[config.mk]
export PLATFORM = sky130hd
export DESIGN_NAME = fpcs_regs
export DESIGN_NICKNAME = d
export VERILOG_FILES = /design/src/rtl/fpcs_pkg.sv /design/src/rtl/fpcs_regs.sv
export SDC_FILE = /design/constraint.sdc
export NUM_CORES = 1
export LEC_CHECK = 0
export ABC_CLOCK_PERIOD_IN_PS = 6000
export BUFFER_PORTS_ARGS = -buffer_cell sky130_fd_sc_hd__clkbuf_2
export CORE_ASPECT_RATIO = 0.75
export CORE_MARGIN = 2
export CORE_UTILIZATION = 33
export DETAILED_ROUTE_END_ITERATION = 7
export PLACE_DENSITY = 0.59
export SLEW_MARGIN = 20
export SYNTH_ARGS = -nofsm -noshare
export SYNTH_HDL_FRONTEND = slang
export SYNTH_SLANG_ARGS = --single-unit
[constraint.sdc]
create_clock -name SYS_CLK -period 6 [get_ports SYS_CLK]
set_input_delay 1.8 -clock SYS_CLK [delete_from_list [all_inputs] [get_ports SYS_CLK]]
set_output_delay 1.8 -clock SYS_CLK [all_outputs]
set_load 0.1 [all_outputs]
[src/rtl/fpcs_pkg.sv]
// package of register offsets, fields, reset values and timing counts
package fpcs_pkg;
    localparam logic [4:0]  ADDR_NP_WORD   = 5'h08;
    localparam logic [4:0]  ADDR_EXT_CAP   = 5'h0f;
    localparam logic [4:0]  ADDR_LINK_CTRL = 5'h10;
    localparam int          ADDR_W         = 5;
    localparam int          DATA_W         = 16;
    // control register field positions
    localparam int          CTL_BLK_CEXT   = 13;
    localparam int          CTL_CRS_TX     = 11;
    localparam int          CTL_FORCE_LINK = 10;
    localparam int          CTL_RSVD9      = 9;
    localparam int          CTL_LB_TYPE    = 8;
    localparam int          CTL_RF_FAST    = 5;
    localparam int          CTL_RF_STD     = 4;
    localparam int          CTL_INT_POL    = 2;
    // writable-bit mask and hardware reset value of the control register
    localparam logic [15:0] CTL_WR_MASK    = 16'hfffc;
    localparam logic [15:0] CTL_RESET      = 16'h400c;
    // extended capability fields
    localparam int          EXT_X_FD       = 15;
    localparam int          EXT_X_HD       = 14;
    // mode encodings
    localparam logic [1:0]  MODE_100FX     = 2'h0;
    localparam logic [1:0]  MODE_1000X     = 2'h1;
    localparam logic [1:0]  MODE_SGMII_SYS = 2'h2;
    localparam logic [1:0]  MODE_SGMII_MED = 2'h3;
    // 8b/10b idle symbol that replaces carrier extension on the 8-bit receive path
    localparam logic [7:0]  RXD_IDLE       = 8'h00;
    // remote fault timing
    localparam int          CLK_MHZ        = 100;
    localparam int          RF_FAST_US     = 2000;
    localparam int          RF_STD_US      = 20000;
    localparam int          RF_FAST_CYC    = RF_FAST_US * CLK_MHZ;
    localparam int          RF_STD_CYC     = RF_STD_US * CLK_MHZ;
endpackage

[src/rtl/fpcs_regs.sv]
// fiber pcs next-page capture, extended capability and link control registers
//
// Decided for this implementation: the address-and-strobe port.
`timescale 1ns/10ps
`default_nettype none
// What this block does
// capture next page in 1000BASE-X mode only, clear on link drop
// captured word maps received bits one-to-one
// 1000BASE-X capability bits zero only in mode 00
// 1000BASE-T capability and reserved bits read zero
// block carrier extension to idle in full duplex
// carrier sense on transmit, ignored in full duplex
// force link bypasses link detection, link up
// loopback type selects PCS or raw 10-bit
// fast remote fault signalled within 2 ms
// standard remote fault signalled after 20 ms
// software sets at most one fault enable
// interrupt polarity select, resets active low
// mode field mirrors externally programmed fiber mode
// software keeps reserved control bits at reset
// load whole validated next page at once
module fpcs_regs #(
    parameter int RF_FAST_CYCLES = fpcs_pkg::RF_FAST_CYC,
    parameter int RF_STD_CYCLES  = fpcs_pkg::RF_STD_CYC
) (
    input  wire logic        SYS_CLK,
    input  wire logic        NRST,
    input  wire logic [4:0]  REG_ADDR,
    input  wire logic [15:0] REG_WDATA,
    input  wire logic        REG_WR,
    input  wire logic        REG_RD,
    output logic      [15:0] REG_RDATA,
    input  wire logic [1:0]  FIBER_MODE,
    input  wire logic        AN_NP_VALID,
    input  wire logic [15:0] AN_NP_WORD,
    input  wire logic        LINK_RAW_UP,
    input  wire logic        FULL_DUPLEX,
    input  wire logic        TX_ACTIVE,
    input  wire logic        RX_ACTIVE,
    input  wire logic        RX_CEXT,
    input  wire logic [7:0]  RXD_IN,
    input  wire logic        RX_FAULT,
    input  wire logic        IRQ_EVENT,
    output logic      [7:0]  RXD_OUT,
    output logic             CRS_OUT,
    output logic             LINK_UP,
    output logic             LOOPBACK_RAW,
    output logic             REMOTE_FAULT_TX,
    output logic             IRQ_OUT_N
);
    typedef enum logic [2:0] {
        FPCS_RF_IDLE  = 3'h1,
        FPCS_RF_COUNT = 3'h2,
        FPCS_RF_SEND  = 3'h4
    } fpcs_rf_state_t;

    logic [15:0]    np_q;
    logic [15:0]    ctl_q;
    logic [15:0]    rdata_q;
    logic [7:0]     rxd_q;
    logic           rf_q;
    logic [31:0]    rf_cnt_q;
    fpcs_rf_state_t rf_state_q;
    fpcs_rf_state_t rf_state_d;
    logic           link_up;
    logic           blk_cext;
    logic           np_take;
    logic           ctl_wr;
    logic           rf_fast_en;
    logic           rf_std_en;
    logic           rf_armed;
    logic [31:0]    rf_limit;
    logic           rf_done;
    logic [15:0]    ext_cap;
    logic [15:0]    ctl_view;
    logic           crs_tx;
    logic           blk_cext_en;
    logic           crs_tx_en;
    logic           force_link;
    logic           lb_raw;
    logic           irq_active_low;

    // true when a strobe addresses one register
    function automatic logic fn_hit(
        input logic       strobe,
        input logic [4:0] addr,
        input logic [4:0] reg_addr
    );
        return strobe && (addr == reg_addr);
    endfunction

    // 1000BASE-X capability, absent only in mode 00
    function automatic logic fn_x_cap(
        input logic [1:0] mode
    );
        return mode != fpcs_pkg::MODE_100FX;
    endfunction

    // extended capability word for the current mode
    function automatic logic [15:0] fn_ext_cap(
        input logic [1:0] mode
    );
        logic [15:0] w;
        w = 16'h0000;
        w[fpcs_pkg::EXT_X_FD] = fn_x_cap(mode);
        w[fpcs_pkg::EXT_X_HD] = fn_x_cap(mode);
        return w;
    endfunction

    // control word as read back, mode field from outside
    function automatic logic [15:0] fn_ctl_view(
        input logic [15:0] ctl,
        input logic [1:0]  mode
    );
        return {ctl[15:2], mode};
    endfunction

    // stored control bits, mode field not writable
    function automatic logic [15:0] fn_ctl_write(
        input logic [15:0] wdata
    );
        return wdata & fpcs_pkg::CTL_WR_MASK;
    endfunction

    // received code word fields, loaded one to one
    function automatic logic [15:0] fn_np_map(
        input logic [15:0] cw
    );
        logic        next_page;
        logic        ack;
        logic        msg_page;
        logic        second_ack_flag;
        logic        toggle;
        logic [10:0] msg_field;
        {next_page, ack, msg_page, second_ack_flag, toggle, msg_field} = cw;
        return {next_page, ack, msg_page, second_ack_flag, toggle, msg_field};
    endfunction

    // read data for one address, zero when unmapped
    function automatic logic [15:0] fn_read_mux(
        input logic [4:0]  addr,
        input logic [15:0] np,
        input logic [15:0] ext,
        input logic [15:0] ctl
    );
        logic [15:0] d;
        case (addr)
            fpcs_pkg::ADDR_NP_WORD: begin
                d = np;
            end
            fpcs_pkg::ADDR_EXT_CAP: begin
                d = ext;
            end
            fpcs_pkg::ADDR_LINK_CTRL: begin
                d = ctl;
            end
            default: begin
                d = 16'h0000;
            end
        endcase
        return d;
    endfunction

    // remote fault delay, fast enable takes priority
    function automatic logic [31:0] fn_rf_limit(
        input logic fast
    );
        logic [31:0] lim;
        if (fast) begin
            lim = 32'(RF_FAST_CYCLES);
        end else begin
            lim = 32'(RF_STD_CYCLES);
        end
        return lim;
    endfunction

    // next remote fault state
    function automatic fpcs_rf_state_t fn_rf_next(
        input fpcs_rf_state_t state,
        input logic           armed,
        input logic           done
    );
        fpcs_rf_state_t nxt;
        nxt = FPCS_RF_IDLE;
        case (state)
            FPCS_RF_IDLE: begin
                if (armed && done) begin
                    nxt = FPCS_RF_SEND;
                end else if (armed) begin
                    nxt = FPCS_RF_COUNT;
                end else begin
                    nxt = FPCS_RF_IDLE;
                end
            end
            FPCS_RF_COUNT: begin
                if (!armed) begin
                    nxt = FPCS_RF_IDLE;
                end else if (done) begin
                    nxt = FPCS_RF_SEND;
                end else begin
                    nxt = FPCS_RF_COUNT;
                end
            end
            FPCS_RF_SEND: begin
                if (!armed) begin
                    nxt = FPCS_RF_IDLE;
                end else begin
                    nxt = FPCS_RF_SEND;
                end
            end
            default: begin
                nxt = FPCS_RF_IDLE;
            end
        endcase
        return nxt;
    endfunction

    // receive byte after carrier extension blocking
    function automatic logic [7:0] fn_rxd_next(
        input logic       blocked,
        input logic [7:0] rxd
    );
        logic [7:0] b;
        if (blocked) begin
            b = fpcs_pkg::RXD_IDLE;
        end else begin
            b = rxd;
        end
        return b;
    endfunction

    // interrupt pin level, polarity bit 1 means active low
    function automatic logic fn_irq_pin(
        input logic active_low,
        input logic event_in
    );
        logic pin;
        if (active_low) begin
            pin = !event_in;
        end else begin
            pin = event_in;
        end
        return pin;
    endfunction

    // control fields
    assign blk_cext_en    = ctl_q[fpcs_pkg::CTL_BLK_CEXT];
    assign crs_tx_en      = ctl_q[fpcs_pkg::CTL_CRS_TX];
    assign force_link     = ctl_q[fpcs_pkg::CTL_FORCE_LINK];
    assign lb_raw         = ctl_q[fpcs_pkg::CTL_LB_TYPE];
    assign irq_active_low = ctl_q[fpcs_pkg::CTL_INT_POL];

    // link, receive and fault conditions
    assign link_up    = force_link | LINK_RAW_UP;
    assign blk_cext   = blk_cext_en & FULL_DUPLEX & RX_CEXT;
    assign np_take    = AN_NP_VALID && (FIBER_MODE == fpcs_pkg::MODE_1000X);
    assign ctl_wr     = fn_hit(REG_WR, REG_ADDR, fpcs_pkg::ADDR_LINK_CTRL);
    assign rf_fast_en = ctl_q[fpcs_pkg::CTL_RF_FAST];
    assign rf_std_en  = ctl_q[fpcs_pkg::CTL_RF_STD];
    assign rf_armed   = RX_FAULT && (rf_fast_en || rf_std_en);
    assign rf_limit   = fn_rf_limit(rf_fast_en);
    assign rf_done    = rf_cnt_q >= (rf_limit - 32'h0000_0001);
    assign crs_tx     = TX_ACTIVE & crs_tx_en & !FULL_DUPLEX;

    // read views and next fault state
    always_comb begin
        ext_cap    = fn_ext_cap(FIBER_MODE);
        ctl_view   = fn_ctl_view(ctl_q, FIBER_MODE);
        rf_state_d = fn_rf_next(rf_state_q, rf_armed, rf_done);
    end

    // next-page capture, cleared while the link is down
    always_ff @(posedge SYS_CLK or negedge NRST) begin
        if (!NRST) begin
            np_q <= 16'h0000;
        end else if (!link_up) begin
            np_q <= 16'h0000;
        end else if (np_take) begin
            np_q <= fn_np_map(AN_NP_WORD);
        end
    end

    // control register, bits 1:0 not stored
    always_ff @(posedge SYS_CLK or negedge NRST) begin
        if (!NRST) begin
            ctl_q <= fpcs_pkg::CTL_RESET;
        end else if (ctl_wr) begin
            ctl_q <= fn_ctl_write(REG_WDATA);
        end
    end

    // read data, one cycle after the strobe
    always_ff @(posedge SYS_CLK or negedge NRST) begin
        if (!NRST) begin
            rdata_q <= 16'h0000;
        end else if (REG_RD) begin
            rdata_q <= fn_read_mux(REG_ADDR, np_q, ext_cap, ctl_view);
        end else begin
            rdata_q <= 16'h0000;
        end
    end

    // receive data with carrier extension blocking
    always_ff @(posedge SYS_CLK or negedge NRST) begin
        if (!NRST) begin
            rxd_q <= fpcs_pkg::RXD_IDLE;
        end else begin
            rxd_q <= fn_rxd_next(blk_cext, RXD_IN);
        end
    end

    // remote fault delay counter
    always_ff @(posedge SYS_CLK or negedge NRST) begin
        if (!NRST) begin
            rf_cnt_q <= 32'h0000_0000;
        end else if (!rf_armed) begin
            rf_cnt_q <= 32'h0000_0000;
        end else if (!rf_done) begin
            rf_cnt_q <= rf_cnt_q + 32'h0000_0001;
        end
    end

    // remote fault state
    always_ff @(posedge SYS_CLK or negedge NRST) begin
        if (!NRST) begin
            rf_state_q <= FPCS_RF_IDLE;
        end else begin
            rf_state_q <= rf_state_d;
        end
    end

    // remote fault indication to the partner
    always_ff @(posedge SYS_CLK or negedge NRST) begin
        if (!NRST) begin
            rf_q <= 1'b0;
        end else begin
            rf_q <= (rf_state_d == FPCS_RF_SEND);
        end
    end

    // outputs
    assign REG_RDATA       = rdata_q;
    assign RXD_OUT         = rxd_q;
    assign CRS_OUT         = RX_ACTIVE | crs_tx;
    assign LINK_UP         = link_up;
    assign LOOPBACK_RAW    = lb_raw;
    assign REMOTE_FAULT_TX = rf_q;
    assign IRQ_OUT_N       = fn_irq_pin(irq_active_low, IRQ_EVENT);
endmodule
`default_nettype wire

==> metrics.md <==
| Metric | Value |
|---|---|
| Total length of routed wires | `9.93 mm` |
| Setup crit end kind | `primary output` |
| Layout area overhead | `20.9%` |
| Overall die width | `134 um` |
| Routed wirelength normalized by instance count | `16.0 um` |
| Setup Skew | `9.46 ps` |
| Average via count per standard cell | `5.20` |
| Primary flip-flop cell chosen by synthesis mapping | `dfrtp_1` |
| Grt ovf | `0` |
| Share of cell area taken by muxes after synthesis | `0.0500` |
| Synth Area in XOR/XNOR | `0.00632` |
| Share of post-route cells with drive strength above 1 | `0.298` |
| Slowest cell on the critical path | `clkbuf_2` |
| Cell count after synthesis | `373` |
| Number of global-route vias before repair | `3271` |
| RSZ-0062 raised after global routing | `no` |
| Post-layout min period | `4330 ps` |
| Result of the run | `completed` |
| Max cap viols | `0` |
| Sequence of cells on the critical path | `clkbuf_2 > inv_1 > a31o_2 > clkbuf_2` |
| CTS tree | `built` |
| Total inserted antenna cells | `0` |
| Total negative slack | `0 ps` |
| Number of placed I/O pins | `88` |
| CP Class | `in2out` |
| Achievable frequency | `231 MHz` |
| Critical Path Max Stage Delay | `440 ps` |
| Remaining antenna violation count after routing | `0` |
| Kind of launch point of the worst setup path | `input port` |
| Nets | `519` |
| Setup repair bufs after CTS | `0` |
| DIE HEIGHT | `101 um` |
| Number of port buffers | `85` |
| Total Power Consumption | `1.40 mW` |
| Number of pins exceeding their max-slew limit in the final report | `0` |
| Post-synth net total | `441` |
| Total clock buffers created by CTS | `9` |
| Iteration-0 DRC Markers | `197` |
| WP data required | `4200 ps` |
| HPWL reported at the end of detailed placement | `6.80 mm` |
| Fraction of the mapped netlist area in simple logic gates | `0.190` |
| Slew at the pin closest to its max-slew limit | `1140 ps` |
| Warning count from the yosys run | `0` |
| Initial standard-cell utilization of the core | `0.338` |
| Register bit count reported by yosys | `90` |
| Total cell area at the placement stage | `4750 um^2` |
| Core utilization of the finished layout | `0.408` |
| Design area | `5020 um^2` |
| Post-synthesis instance area | `4160 um^2` |
| Crit path setup slack, layout | `1670 ps` |
| Final number of setup-violating endpoints | `0` |
| P per Cell Area | `278 nW/um^2` |
| Share of flip-flops with an asynchronous set or reset after synthesis | `1.00` |
| Most Frequent Cell on Critical Path | `clkbuf_2` |
| Synthesized-area fraction occupied by adder cells | `0.0271` |
| Worst-path clk slew | `60 ps` |
| CTS max path bufs | `2` |
| Count of flip-flops with a built-in enable after synthesis | `0` |
| Register area | `2260 um^2` |
| Dominant combinational cell family by area after synthesis | `simple AND/OR/NAND/NOR gates` |
| Synth unique cells | `50` |
| Leakage power | `2.46 nW` |
| Initial antenna violation count | `0` |
| H-tree Lvls | `3` |
| Total Routing Usage GR | `0.153` |
| Complex-gate fraction of the synthesized area | `0.154` |
| Mean post-synth cell area | `11.1 um^2` |
| Worst min-delay path class | `reg2reg` |
| Number of core rows | `35` |
| Pin count of the biggest net entering global routing | `66` |
| Die area | `13500 um^2` |
| Routability congestion estimate from global placement | `0.802` |
| Post-route DRC | `0` |
| Overall via count from detail_route | `3237` |
| Non-filler cells, final | `622` |
| Post-place setup slack | `1670 ps` |
| CP Data Arrival Time | `2530 ps` |
| Wire length of the first global-routing pass | `16.4 mm` |
| Final Hold Viols | `0` |
| Max-slew headroom | `0.238` |
| Insertion delay to the later sink of the worst-skew pair | `340 ps` |
| Post-route fraction of the period consumed by the critical path | `0.721` |
| Number of iterations in the first detailed-routing pass | `4` |
| Clock root buffer master | `clkbuf_16` |
| Largest driver fanout on the critical path | `2` |
| Fill cell count | `1175` |
| Area occupied by multi-input gates | `1790 um^2` |
| Worst vdd rail ir drop | `0.131 mV` |
| Hold bufs inserted after CTS | `0` |
| Core region area | `12300 um^2` |
| Share of the yosys chip area belonging to registers | `0.543` |
| Sink count of the clock tree | `90` |
| Final Hold Slack | `509 ps` |
| Resized Gates After CTS | `0` |
| Placed cells | `606` |
==> cells in the final DEF, fill, tap and decap left out, types with 3 or more instances in the layout <==
master	Yosys	layout
o31ai_1	4	4
a41o_1	12	12
nor3_1	8	8
clkinv_4	0	3
mux2i_1	5	5
buf_4	0	6
clkbuf_2	0	84
nand2b_1	6	6
a21oi_1	8	8
and2_1	17	17
a31oi_1	13	12
nand4_1	9	9
nor2_1	21	21
inv_1	7	7
dfstp_2	4	4
a22oi_1	16	16
o21ai_0	5	5
and3_1	4	4
nand2_1	27	27
nor2b_1	14	14
nand3_1	12	12
mux2_2	14	14
ha_1	9	9
clkbuf_16	0	9
nor4_2	4	4
dfrtp_1	86	86
a22o_1	16	16
nor4_1	3	3
==> Yosys cell counts, types with 2 or more instances <==
cell type,n,area share
nand4_1,9,0.014
a31oi_1,13,0.020
o41ai_1,2,0.0042
dfrtp_1,86,0.52
buf_2,2,0.0024
dfstp_2,4,0.025
a22oi_1,16,0.029
nor3b_1,2,0.0036
nand2_1,27,0.024
clkbuf_1,17,0.015
a21oi_1,8,0.0096
a22o_1,16,0.034
o31ai_1,4,0.0072
nor3_1,8,0.0096
mux2i_1,5,0.012
or4_1,2,0.0036
nand2b_1,6,0.0090
nand3_1,12,0.014
nor2_1,21,0.019
and3_1,4,0.0060
nor4_1,3,0.0045
nor4_2,4,0.012
nor2b_1,14,0.021
xor2_1,2,0.0042
a41o_1,12,0.029
mux2_2,14,0.038
o21ai_0,5,0.0060
inv_1,7,0.0063
ha_1,9,0.027
buf_1,3,0.0027
and2_1,17,0.026
==> report_power, final <==
| group | total, mW | switching [mW] | internal [mW] |
|---|---|---|---|
| clock | 0.524 | 0.239 | 0.285 |
| sequential | 0.670 | 0.0271 | 0.643 |
| combinational | 0.202 | 0.140 | 0.0619 |
==> final timing paths <==
| kind | startpoint | end | slack [ps] | cells after the start |
|---|---|---|---|---|
| setup / recovery | FULL_DUPLEX | CRS_OUT | 1670 | 4 |
| hold / removal | rf_cnt_q[22] | rf_cnt_q[22] | 510 | 1 |
| setup reg to reg | ctl_q[5] | rf_cnt_q[21] | 2820 | 8 |
| hold reg to reg | rf_cnt_q[22] | rf_cnt_q[22] | 510 | 1 |
| max in group asynchronous | NRST | ctl_q[14] | 3540 | 2 |
| min in group asynchronous | NRST | rf_cnt_q[12] | 1570 | 1 |
==> cells by family after synthesis <==
| logic type | after synthesis |
|---|---|
| muxes | 19 |
| adders and majority gates | 9 |
| AOI/OAI and AO/OA | 84 |
| DFF | 90 |
| buffers and inverters | 30 |
| xor gates and xnor gates | 3 |
| and+or+nand+nor | 138 |
==> sequential cells by signal, indices dropped and copies added, names as in the netlist <==
| register | cells |
|---|---|
| REMOTE_FAULT_TX | 1 |
| RXD_OUT | 8 |
| rf_state_q | 3 |
| ctl_q | 14 |
| rf_cnt_q | 32 |
| REG_RDATA | 16 |
| np_q | 16 |
==> area by class of cell <==
class                      count  share of cell area
multi-input combinational    253               0.356
timing repair buffer          90              0.0926
clock buffer                  10              0.0456
tap                          166              0.0413
sequential                    90               0.449
inverter                       7             0.00523
clock inverter                 6             0.00971
==> worst max-delay path: cells and delay by family <==
family | cells | cell delay, ps
buffers and inverters | 3 | 590
AOI/OAI and AO/OA | 1 | 140
==> layer usage <==
layer  share of wire  vias to the layer above  GRT usage  wire length [um]
met1            0.48                     1589      0.210              4740
met5               0                        -          0                 0
met4           0.012                        0     0.0475               122
met3           0.072                       11     0.0536               711
li1                -                     1541          -                 -
met2            0.44                       96      0.231              4360
Power figures use the tool's default switching activity.
